### src/inc/abx_pkg.sv
package abx_pkg;

    // ----------------------------------------------------------------
    // Widths
    // ----------------------------------------------------------------
    localparam int PC_W   = 21;
    localparam int DA_W   = 12;
    localparam int RA_W   = 8;

    // ----------------------------------------------------------------
    // Opcode fields
    // ----------------------------------------------------------------
    localparam logic [7:0] OPC_AND_LIT   = 8'h0b;
    localparam logic [5:0] OPC_AND_REG   = 6'h05;
    localparam logic [7:0] OPC_BR_CARRY  = 8'he2;
    localparam logic [3:0] OPC_BIT_CLEAR = 4'h9;
    localparam int         POS_DEST      = 9;
    localparam int         POS_ACCESS    = 8;

    // ----------------------------------------------------------------
    // Address selection
    // ----------------------------------------------------------------
    localparam logic [7:0] ACCESS_SPLIT  = 8'h60;
    localparam logic [3:0] ACCESS_HI_BNK = 4'hf;
    localparam logic [3:0] ACCESS_LO_BNK = 4'h0;

    // ----------------------------------------------------------------
    // Register map of the control port
    // ----------------------------------------------------------------
    localparam logic [7:0] REG_CTRL   = 8'h00;
    localparam logic [7:0] REG_ACC    = 8'h01;
    localparam logic [7:0] REG_STATUS = 8'h02;
    localparam logic [7:0] REG_BANK   = 8'h03;
    localparam logic [7:0] REG_IDX_LO = 8'h04;
    localparam logic [7:0] REG_IDX_HI = 8'h05;
    localparam logic [7:0] REG_PC_LO  = 8'h06;
    localparam logic [7:0] REG_PC_MID = 8'h07;
    localparam logic [7:0] REG_PC_HI  = 8'h08;

    localparam int CTRL_RUN = 0;
    localparam int CTRL_EXT = 1;
    localparam int STAT_C   = 0;
    localparam int STAT_Z   = 2;
    localparam int STAT_N   = 4;

    localparam logic [1:0]      CTRL_RST = 2'h0;
    localparam logic [7:0]      ACC_RST  = 8'h00;
    localparam logic [PC_W-1:0] PC_RST   = 21'h000000;
    localparam logic [PC_W-1:0] PC_STEP  = 21'h000002;

    // ----------------------------------------------------------------
    // Instruction cycle phases
    // ----------------------------------------------------------------
    typedef enum logic [1:0] {
        ABX_Q1 = 2'b00,
        ABX_Q2 = 2'b01,
        ABX_Q3 = 2'b10,
        ABX_Q4 = 2'b11
    } abx_phase_e;

endpackage : abx_pkg

### src/rtl/abx_core.sv
// Design decisions made here: strobed register access and the register offsets.
`timescale 1ns/1ps

// Summary of operation
// RULE1: Register AND: accumulator AND addressed register, negative and zero flags updated.
// RULE2: Register AND is decoded from top six bits 000101, then d, a, address.
// RULE3: Destination bit 0 writes the accumulator; the register is left alone.
// RULE4: Destination bit 1 writes the result back to the addressed register.
// RULE5: Access bit 0 picks the access bank; 1 takes bank from bank select.
// RULE6: Access 0, extended set on, address up to 95: indexed offset addressing.
// RULE7: Branch on carry set: PC+2+2n when carry is 1; flags unchanged.
// RULE8: Bit clear forces the chosen bit 0 to 7 of the register to 0.
// RULE9: Bit clear uses the same access, banked and indexed address selection.
// RULE10: Register AND is one word and finishes in one instruction cycle.
// RULE11: Phases: decode, read source, process, write destination.
// RULE12: Literal AND puts accumulator AND literal in accumulator, updates N and Z.
// RULE13: Untaken branch takes one cycle; taken branch adds one no-operation cycle.

module abx_core (
    input  wire logic        CLK,        // Core clock, 250 MHz.
    input  wire logic        RST,        // Synchronous reset, active high.
    output logic      [20:0] PM_ADDR,    // Program memory fetch address.
    input  wire logic [15:0] PM_DATA,    // Program word at PM_ADDR.
    output logic      [11:0] DR_ADDR,    // Data register address.
    output logic             DR_RE,      // Data register read strobe.
    input  wire logic [7:0]  DR_RDATA,   // Read data, cycle after DR_RE.
    output logic             DR_WE,      // Data register write strobe.
    output logic      [7:0]  DR_WDATA,   // Data register write data.
    input  wire logic [7:0]  REG_ADDR,   // Control port address.
    input  wire logic [7:0]  REG_WDATA,  // Control port write data.
    input  wire logic        REG_WR,     // Control port write strobe.
    input  wire logic        REG_RD,     // Control port read strobe.
    output logic      [7:0]  REG_RDATA   // Control port read data.
);

    // ----------------------------------------------------------------
    // State
    // ----------------------------------------------------------------
    abx_pkg::abx_phase_e          phase;
    logic [abx_pkg::PC_W-1:0]     pc;
    logic [15:0]                  ir;
    logic                         ir_valid;
    logic [7:0]                   acc;
    logic [7:0]                   result;
    logic                         flag_c;
    logic                         flag_z;
    logic                         flag_n;
    logic                         run;
    logic                         ext_en;
    logic [3:0]                   bank_select_register;
    logic [11:0]                  idx_base;

    logic                         is_and_lit;
    logic                         is_and_reg;
    logic                         is_br_carry;
    logic                         is_bit_clear;
    logic                         dest_reg;
    logic                         taken;
    logic [11:0]                  sel_addr;
    logic [7:0]                   next_result;
    logic [abx_pkg::PC_W-1:0]     br_offset;

    // ----------------------------------------------------------------
    // Phase sequencer
    // ----------------------------------------------------------------
    // A new instruction cycle only starts while run is set, so halting
    // always lands cleanly between instructions.
    always_ff @(posedge CLK) begin
        if (RST) begin
            phase <= abx_pkg::ABX_Q1;
        end else begin
            unique case (phase)
                abx_pkg::ABX_Q1: begin
                    if (run) begin
                        phase <= abx_pkg::ABX_Q2;                    // RULE11
                    end
                end
                abx_pkg::ABX_Q2: begin
                    phase <= abx_pkg::ABX_Q3;
                end
                abx_pkg::ABX_Q3: begin
                    phase <= abx_pkg::ABX_Q4;
                end
                abx_pkg::ABX_Q4: begin
                    phase <= abx_pkg::ABX_Q1;
                end
            endcase
        end
    end

    // ----------------------------------------------------------------
    // Decode
    // ----------------------------------------------------------------
    always_comb begin
        is_and_lit   = ir_valid && ir[15:8] == abx_pkg::OPC_AND_LIT;   // RULE12
        is_and_reg   = ir_valid && ir[15:10] == abx_pkg::OPC_AND_REG;  // RULE2
        is_br_carry  = ir_valid && ir[15:8] == abx_pkg::OPC_BR_CARRY;  // RULE7
        is_bit_clear = ir_valid && ir[15:12] == abx_pkg::OPC_BIT_CLEAR; // RULE8
        dest_reg     = ir[abx_pkg::POS_DEST];
        taken        = is_br_carry && flag_c;                           // RULE7
        br_offset    = {{12{ir[7]}}, ir[7:0], 1'b0};
    end

    abx_addr_sel u_addr_sel (
        .f_addr   (ir[7:0]),
        .access   (ir[abx_pkg::POS_ACCESS]),
        .bank     (bank_select_register),
        .ext_en   (ext_en),
        .idx_base (idx_base),
        .addr     (sel_addr),
        .indexed  ()
    );

    // ----------------------------------------------------------------
    // Data path
    // ----------------------------------------------------------------
    always_comb begin
        next_result = 8'h00;
        if (is_and_reg) begin
            next_result = acc & DR_RDATA;                              // RULE1
        end else if (is_bit_clear) begin
            next_result = DR_RDATA & ~(8'h01 << ir[11:9]);             // RULE8
        end else if (is_and_lit) begin
            next_result = acc & ir[7:0];                               // RULE12
        end
    end

    always_ff @(posedge CLK) begin
        if (RST) begin
            result <= 8'h00;
        end else if (phase == abx_pkg::ABX_Q3) begin
            result <= next_result;                                     // RULE11
        end
    end

    // ----------------------------------------------------------------
    // Data register port
    // ----------------------------------------------------------------
    always_ff @(posedge CLK) begin
        if (RST) begin
            DR_ADDR <= 12'h000;
            DR_RE   <= 1'b0;
        end else if (phase == abx_pkg::ABX_Q1 && run) begin
            DR_ADDR <= sel_addr;                                       // RULE9
            DR_RE   <= is_and_reg || is_bit_clear;                     // RULE11
        end else begin
            DR_RE   <= 1'b0;
        end
    end

    always_ff @(posedge CLK) begin
        if (RST) begin
            DR_WE    <= 1'b0;
            DR_WDATA <= 8'h00;
        end else if (phase == abx_pkg::ABX_Q3) begin
            DR_WDATA <= next_result;
            DR_WE    <= is_bit_clear || (is_and_reg && dest_reg);      // RULE4
        end else begin
            DR_WE    <= 1'b0;
        end
    end

    // ----------------------------------------------------------------
    // Accumulator and flags
    // ----------------------------------------------------------------
    // The core's own update at the end of the write phase wins over a
    // software write in the same cycle.
    always_ff @(posedge CLK) begin
        if (RST) begin
            acc <= abx_pkg::ACC_RST;
        end else if (phase == abx_pkg::ABX_Q4
                     && (is_and_lit || (is_and_reg && !dest_reg))) begin
            acc <= result;                                             // RULE3
        end else if (REG_WR && REG_ADDR == abx_pkg::REG_ACC) begin
            acc <= REG_WDATA;
        end
    end

    always_ff @(posedge CLK) begin
        if (RST) begin
            flag_n <= 1'b0;
            flag_z <= 1'b0;
        end else if (phase == abx_pkg::ABX_Q4 && (is_and_lit || is_and_reg)) begin
            flag_n <= result[7];                                       // RULE1
            flag_z <= result == 8'h00;                                 // RULE12
        end else if (REG_WR && REG_ADDR == abx_pkg::REG_STATUS) begin
            flag_n <= REG_WDATA[abx_pkg::STAT_N];
            flag_z <= REG_WDATA[abx_pkg::STAT_Z];
        end
    end

    // Carry is only read by the core, never written by these instructions.
    always_ff @(posedge CLK) begin
        if (RST) begin
            flag_c <= 1'b0;
        end else if (REG_WR && REG_ADDR == abx_pkg::REG_STATUS) begin
            flag_c <= REG_WDATA[abx_pkg::STAT_C];
        end
    end

    // ----------------------------------------------------------------
    // Program counter and fetch
    // ----------------------------------------------------------------
    // The counter already points at the next word, so a taken branch adds
    // twice the offset to it; the word fetched alongside is discarded and
    // its cycle runs as a no-operation.
    always_ff @(posedge CLK) begin
        if (RST) begin
            pc       <= abx_pkg::PC_RST;
            ir       <= 16'h0000;
            ir_valid <= 1'b0;
        end else if (phase == abx_pkg::ABX_Q4) begin
            ir <= PM_DATA;
            if (taken) begin
                pc       <= pc + br_offset;                            // RULE7
                ir_valid <= 1'b0;                                      // RULE13
            end else begin
                pc       <= pc + abx_pkg::PC_STEP;                     // RULE10
                ir_valid <= 1'b1;
            end
        end
    end

    always_ff @(posedge CLK) begin
        if (RST) begin
            PM_ADDR <= abx_pkg::PC_RST;
        end else if (phase == abx_pkg::ABX_Q4) begin
            PM_ADDR <= taken ? pc + br_offset : pc + abx_pkg::PC_STEP;
        end
    end

    // ----------------------------------------------------------------
    // Control port
    // ----------------------------------------------------------------
    always_ff @(posedge CLK) begin
        if (RST) begin
            run    <= abx_pkg::CTRL_RST[abx_pkg::CTRL_RUN];
            ext_en <= abx_pkg::CTRL_RST[abx_pkg::CTRL_EXT];
        end else if (REG_WR && REG_ADDR == abx_pkg::REG_CTRL) begin
            run    <= REG_WDATA[abx_pkg::CTRL_RUN];
            ext_en <= REG_WDATA[abx_pkg::CTRL_EXT];
        end
    end

    always_ff @(posedge CLK) begin
        if (RST) begin
            bank_select_register <= 4'h0;
            idx_base             <= 12'h000;
        end else if (REG_WR) begin
            if (REG_ADDR == abx_pkg::REG_BANK) begin
                bank_select_register <= REG_WDATA[3:0];
            end
            if (REG_ADDR == abx_pkg::REG_IDX_LO) begin
                idx_base[7:0] <= REG_WDATA;
            end
            if (REG_ADDR == abx_pkg::REG_IDX_HI) begin
                idx_base[11:8] <= REG_WDATA[3:0];
            end
        end
    end

    always_ff @(posedge CLK) begin
        if (RST) begin
            REG_RDATA <= 8'h00;
        end else if (REG_RD) begin
            unique case (REG_ADDR)
                abx_pkg::REG_CTRL:   REG_RDATA <= {6'h00, ext_en, run};
                abx_pkg::REG_ACC:    REG_RDATA <= acc;
                abx_pkg::REG_STATUS: REG_RDATA <= {3'h0, flag_n, 1'b0, flag_z,
                                                   1'b0, flag_c};
                abx_pkg::REG_BANK:   REG_RDATA <= {4'h0, bank_select_register};
                abx_pkg::REG_IDX_LO: REG_RDATA <= idx_base[7:0];
                abx_pkg::REG_IDX_HI: REG_RDATA <= {4'h0, idx_base[11:8]};
                abx_pkg::REG_PC_LO:  REG_RDATA <= pc[7:0];
                abx_pkg::REG_PC_MID: REG_RDATA <= pc[15:8];
                abx_pkg::REG_PC_HI:  REG_RDATA <= {3'h0, pc[20:16]};
                default:             REG_RDATA <= 8'h00;
            endcase
        end else begin
            REG_RDATA <= 8'h00;
        end
    end

endmodule : abx_core

### src/rtl/abx_addr_sel.sv
`timescale 1ns/1ps

// --------------------------------------------------------------------
// Operand address selection
// --------------------------------------------------------------------
module abx_addr_sel (
    input  wire logic [7:0]  f_addr,     // Register address field.
    input  wire logic        access,     // Access bit of the word.
    input  wire logic [3:0]  bank,       // Bank select register.
    input  wire logic        ext_en,     // Extended set enabled.
    input  wire logic [11:0] idx_base,   // Base of indexed offset mode.
    output logic      [11:0] addr,       // Resolved data address.
    output logic             indexed     // Indexed mode in use.
);

    always_comb begin
        indexed = 1'b0;
        if (access) begin
            addr = {bank, f_addr};                                   // RULE5
        end else if (ext_en && f_addr < abx_pkg::ACCESS_SPLIT) begin
            indexed = 1'b1;
            addr    = idx_base + {4'h0, f_addr};                     // RULE6
        end else if (f_addr < abx_pkg::ACCESS_SPLIT) begin
            addr = {abx_pkg::ACCESS_LO_BNK, f_addr};                 // RULE5
        end else begin
            addr = {abx_pkg::ACCESS_HI_BNK, f_addr};                 // RULE5
        end
    end

endmodule : abx_addr_sel

### config.mk
export PLATFORM = sky130hd
export DESIGN_NAME = abx_core
export DESIGN_NICKNAME = d
export VERILOG_FILES = /design/src/inc/abx_pkg.sv /design/src/rtl/abx_core.sv /design/src/rtl/abx_addr_sel.sv
export SDC_FILE = /design/constraint.sdc
export NUM_CORES = 1
export LEC_CHECK = 0
export ABC_AREA = 1
export BUFFER_PORTS_ARGS = -buffer_cell sky130_fd_sc_hd__buf_2
export CAP_MARGIN = 30
export CORE_UTILIZATION = 40
export CTS_BUF_LIST = sky130_fd_sc_hd__clkbuf_8
export DETAILED_ROUTE_END_ITERATION = 8
export PLACE_DENSITY_LB_ADDON = 0.3
export SLEW_MARGIN = 20
export SYNTH_ARGS = -nofsm -noshare
export SYNTH_HDL_FRONTEND = slang
export SYNTH_SLANG_ARGS = --single-unit
### constraint.sdc
create_clock -name CLK -period 3.1 [get_ports CLK]
set_input_delay 0.62 -clock CLK [delete_from_list [all_inputs] [get_ports CLK]]
set_output_delay 0.62 -clock CLK [all_outputs]
set_load 0.05 [all_outputs]
# Word-level counts from Yosys, hierarchy flattened
# Index checks and enable logic that the tools add are counted.
op_classes:
  add_sub_neg: 3
  magnitude_cmp: 1
  n_eq_ne: 16
  n_shift: 1
  mux: 17
  bitwise_logic: 7
  reduce_logical: 30
ops:
  columns: ["cell", "count"]
  rows:
  - ["8-bit case mux with 9 select lines", 1]
  - ["8-bit two-way mux", 5]
  - ["12-bit two-way mux", 3]
  - ["8-bit by 3-bit == test with 1-bit output, second input constant", 4]
  - ["8-bit bitwise AND", 3]
  - ["21-bit by 2-bit adder with 21-bit output, second input constant", 1]
  - ["21-bit adder", 1]
  - ["21-bit two-way mux", 1]
  - ["8-bit by 2-bit == test with 1-bit output, second input constant", 2]
  - ["8-bit by 4-bit == test with 1-bit output, second input constant", 2]
  - ["8-bit zero test", 2]
  - ["1-bit logical AND", 14]
  - ["12-bit by 8-bit adder with 12-bit output", 1]
  - ["8-bit by 1-bit == test with 1-bit output, second input constant", 1]
  - ["8-bit == test, second input constant", 1]
  - ["8-bit by 7-bit less-than comparator with 1-bit output, second input constant", 1]
  - ["8-bit inverter", 1]
  - ["2-bit case mux with 4 select lines", 1]
  - ["1-bit by 3-bit left shift with 8-bit output, first input constant", 1]
  - ["6-bit by 3-bit == test with 1-bit output, second input constant", 1]
  - ["2-bit AND reduction", 3]
  - ["2-bit OR reduction", 3]
  - ["1-bit two-way mux", 5]
  - ["2-bit == test, second input constant", 2]
  - ["other kinds (9)", 15]
word_totals:
  ff_bits: 99
  inputBits: 44
  word_cells: 93

# Logic depth before layout (Yosys ltp)
logic_depth:
  depth_word: 6
  mapped_depth: 21
  ltp_nobuf: 21

# Hierarchy
# Synthesis repeated with hierarchy kept, for this count alone.
unflattened:
  hier_cells: 912
  hier_area_um2: 6059.6
modules_own_cells:
  columns: ["mod", "instances", "cells_per_inst", "area_per_inst_um2"]
  rows:
  - ["abx_core", 1, 770, 5337.6]
  - ["abx_addr_sel", 1, 142, 721.9]

# Least setup slack after synthesis
# OpenSTA, ideal clock, no wires.
synth_timing:
  path_kind: "register to register"
  from: "register ir[9]"
  to: "register PM_ADDR[15]"
  setup_time_ps: 109
  arrival_ps: 2459
  t_required_ps: 2991
  slack_ps: 532
  stages_incl_launch_ff: 20
  path_buffers: 0
  synth_period_minus_slack_ps: 2568
  path_cell_list: "dfxtp_1 > inv_1 > nor2_1 > nand4_1 > ha_1 > fa_1 > nand3_1 > nand2_1 > a31oi_1 > nor2_1 > nand2_1 > nand2_1 > nand2_1 > nand2_1 > nand2_1 > nand2_1 > a21oi_1 > o21ai_0 > nand2_1 > inv_1"
synth_via:
  elab_chain_cells: 4
synth_rtl:
  columns: ["item", "line_no", "rtl"]
  rows:
  - ["start: declaration", "abx_core.sv:41", "logic [15:0] ir;"]
  - ["start signal: assignment", "abx_core.sv:210", "ir <= 16'h0000;"]
  - ["start signal: assignment", "abx_core.sv:213", "ir <= PM_DATA;"]
  - ["8-bit == test", "abx_core.sv:97", "is_br_carry = ir_valid && ir[15:8] == abx_pkg::OPC_BR_CARRY;"]
  - ["1-bit logical AND", "abx_core.sv:97", null]
  - ["1-bit logical AND", "abx_core.sv:100", "taken = is_br_carry && flag_c;"]
  - ["21-bit two-way mux", "abx_core.sv:228", "PM_ADDR <= taken ? pc + br_offset : pc + abx_pkg::PC_STEP;"]
  - ["end signal: assignment", "abx_core.sv:226", "PM_ADDR <= abx_pkg::PC_RST;"]
  - ["end signal: assignment", "abx_core.sv:228", null]
  - ["end: declaration", "abx_core.sv:22", "output logic [20:0] PM_ADDR,"]
# Every way passes these cells.
# A chain may end at the register's enable or synchronous reset.

# Worst setup path in the final report
layout_timing:
  from: "register ir[15]"
  to: "register PM_ADDR[19]"
# Same word-level chain as after synthesis.

==> impl_metrics.json <==
{
  "status": "complete, no violations",
  "initial_core_util_pct": 41.5,
  "drv_slew": 0,
  "fp.dieArea_mm2": 0.0151,
  "io_pins": 95,
  "dieWidth_um": 123,
  "clk_path_buf_depth": 2,
  "cellPowerDensity_mw_per_mm2": 527,
  "dp.final_hpwl_mm": 14.5,
  "grt_util_met3_pct": 6.23,
  "crit_required_ns": 3.39,
  "grt_util_met1_pct": 35.1,
  "postRouteAntennaNets": 0,
  "stdcell_count": 1112,
  "multi_input_area_mm2": 0.00328,
  "synth_top_area_share_pct": 33.6,
  "crit_slowest_cell": "dfxtp_2",
  "grt_setup_unrepaired": "false",
  "avgViaCountPerCell": 5.53,
  "worstMarginPinSlew_ns": 0.815,
  "post-place-cells": 1096,
  "crit_fanout": 7,
  "num_rows": 43,
  "maxCapViolCount": 0,
  "seqCellArea_mm2": 0.00197,
  "slew_headroom_pct": 45.3,
  "period_needed_ns": 2.80,
  "h-tree-depth": 3,
  "yosysSeqAreaShare_pct": 33.6,
  "cts_resized": 0,
  "cts.clk_slew.worst_paths_ns": 0.09,
  "gr-total-overflow": 0,
  "slowest_delay_ns": 0.37,
  "ys_ff_latch": 98,
  "finalSetupTns_ns": 0,
  "antenna_found_initial": 0,
  "top_usage_layer": "met2",
  "hp-class": "in2reg",
  "clock-sinks": 98,
  "ctsHoldBuffers": 0,
  "period_share_pct": 90.3,
  "fin_skew_ns": 0.0104,
  "yosys-top-cells-area": "dfxtp_1 (34%), o21ai_0 (8.3%), nand2_1 (8.0%)",
  "finalHoldViolations": 0,
  "path_cells": "nand2_2, nor3_4, nand3_2, nor2_1, ha_1, a21oi_1, nand2_1, a31oi_2, nor2_1, nand2_1, nand2_1, nand2_1, nand2_1, nand2_1, nand3_1, nand3_1, nand2_1, nor2_1, nor2_1",
  "fillers": 1482,
  "rr_worst_depth": 19,
  "p_leak_nw": 3.07,
  "grt_usage_pct": 26.7,
  "nets": 992,
  "yosysUniqueCellTypes": 48,
  "port_buffers": 93,
  "wl_mm": 19.2,
  "use_met2_pct": 42.2,
  "synthesis.area_mm2": 0.00583,
  "wl_per_cell_um": 17.3,
  "dieHeight_um": 123,
  "syn_inst": 840,
  "gp_congestion": 0.939,
  "whs_path_depth": 3,
  "cts_tree": "built",
  "worstPathArrival_ns": 3.09,
  "root_buffer": "clkbuf_8",
  "crit_type": "reg2reg",
  "grt_pass1_vias": 5668,
  "diodes": 0,
  "synth_warnings": 0,
  "grt_pass1_wl_mm": 30.0,
  "first_pass_iters": 5,
  "syn2layout_area_growth_pct": 15.1,
  "clk_latency_ns": 0.40,
  "setup_violations": 0,
  "syn_avg_cell_area_um2": 6.95,
  "vias": 6150,
  "post-cts-setup-buffers": 0,
  "start_kind": "flip-flop",
  "drtIter0Drc": 434,
  "endpoint_kind": "flip-flop",
  "final_layout_size_suffix_gt1_share_pct": 17.4,
  "cp_common_cell": "nand2_1",
  "yosysTopAreaCell": "dfxtp_1",
  "fmax_mhz": 357,
  "grt_max_degree": 60,
  "core-area_mm2": 0.0140,
  "synth_fp_nets": 905,
  "numCtsBuffers": 9,
  "irDropWorstVdd_mv": 0.390,
  "route.detailed.drc": 0
}
metal layers:
| layer | vias to the layer above | wire (um) |
|---|---|---|
| li1 | 3038 | - |
| met1 | 2796 | 8330 |
| met5 | - | 0 |
| met4 | 0 | 552 |
| met2 | 279 | 8720 |
| met3 | 37 | 1600 |
stage by stage:
| step | hold slack, ns | util (%) | setup slack (ns) | area (um^2) | power (W) |
|---|---|---|---|---|---|
| floorplan | 0.444 | - | 0.532 | 5830 | 0.00226 |
| global placement | 0.455 | 46.0 | 0.312 | 6450 | 0.00257 |
| detailed placement | 0.460 | 46.0 | 0.154 | 6450 | 0.00257 |
| CTS | 0.435 | 47.6 | 0.132 | 6680 | 0.00354 |
| global route | 0.444 | 47.8 | 0.00314 | 6720 | 0.00371 |
| finish | 0.457 | 47.8 | 0.302 | 6720 | 0.00354 |
cells in the final DEF (no fill, tap or decap), types with 3 or more instances in the layout:
master       n
a2111oi_0    3
dfxtp_2      5
nor4_1       6
nor3_1       9
a221oi_1     4
nand2_2     11
nand3_2      3
a21oi_1     89
o21ai_0     97
buf_4       13
o41ai_1     10
dfxtp_1     93
xor2_1      10
ha_1        19
o22ai_1      7
a211oi_1     6
xnor2_1      7
nor2_4       6
nand2_1    124
a31oi_1     18
o311ai_0     5
nor2_2       4
o21ai_1      3
inv_1      118
o211ai_1     3
nand4_1     19
nor2_1      70
clkbuf_8    10
nand3_1     36
a22o_1       3
buf_2       93
critical path, delay by kind of cell (launching register included):
kind	cells	cell delay (ns)
adder cells (fa/ha/maj)	1	0.30
AO/OA/AOI/OAI	2	0.36
AND/OR/NAND/NOR	16	1.65
flip-flops	1	0.37
final cells by class:
class | count | area share [%]
Multi-Input combinational cell | 591 | 48.8
Sequential cell | 98 | 29.3
Timing Repair Buffer | 106 | 8.38
Inverter | 121 | 6.78
Tap cell | 180 | 3.35
Clock buffer | 10 | 2.05
Clock inverter | 6 | 1.32
path summary, 6_finish.rpt:
kind | from | end | slack (ns)
hold reg to reg | flag_n | flag_n | 0.47
hold / removal | PM_DATA[13] | ir[13] | 0.46
setup / recovery | ir[15] | PM_ADDR[19] | 0.30
setup reg to reg | ir[15] | PM_ADDR[19] | 0.30
cells by family after synthesis:
| group | after synthesis | synth area share [%] |
|---|---|---|
| other cells | 1 | 0.0643 |
| simple gates | 294 | 23.1 |
| flops | 98 | 33.6 |
| compound gates | 258 | 25.2 |
| xor+xnor | 17 | 2.55 |
| buf+inv | 151 | 10.7 |
| fa+ha+maj | 21 | 4.76 |
synth_stat cells (all sizes together):
master / count
a21o: 2
nand3b: 1
buf: 4
a2111oi: 3
conb: 1
fa: 2
nor2: 80
xnor2: 7
o41ai: 10
clkbuf: 26
dfxtp: 98
a21oi: 91
o21ai: 100
nand4: 19
nand2: 135
a31o: 1
a32o: 1
a21boi: 1
o211ai: 3
a31oi: 19
xor2: 10
a221oi: 4
o22ai: 7
o311ai: 5
a22o: 3
a211oi: 6
or2: 1
nor3: 12
clkinv: 2
o31ai: 1
nand3: 40
inv: 119
nor4: 6
ha: 19
o32ai: 1
power breakdown:
group / total, W / switching, W / leakage, nW / internal (W)
Clock: 0.000970 / 0.000489 / 0.120 / 0.000481
Sequential: 0.00159 / 0.000200 / 0.795 / 0.00139
Combinational: 0.000979 / 0.000724 / 2.16 / 0.000255
state kept, by name, indices dropped and copies added (netlist names):
| register | count |
|---|---|
| DR_ADDR | 12 |
| DR_RE | 1 |
| DR_WDATA | 8 |
| DR_WE | 1 |
| PM_ADDR | 20 |
| REG_RDATA | 8 |
| acc | 8 |
| bank_select_register | 4 |
| ext_en | 1 |
| flag_c | 1 |
| flag_n | 1 |
| flag_z | 1 |
| idx_base | 12 |
| ir | 16 |
| ir_valid | 1 |
| phase | 2 |
| run | 1 |
Note: power is estimated with default switching activity, not from simulation.
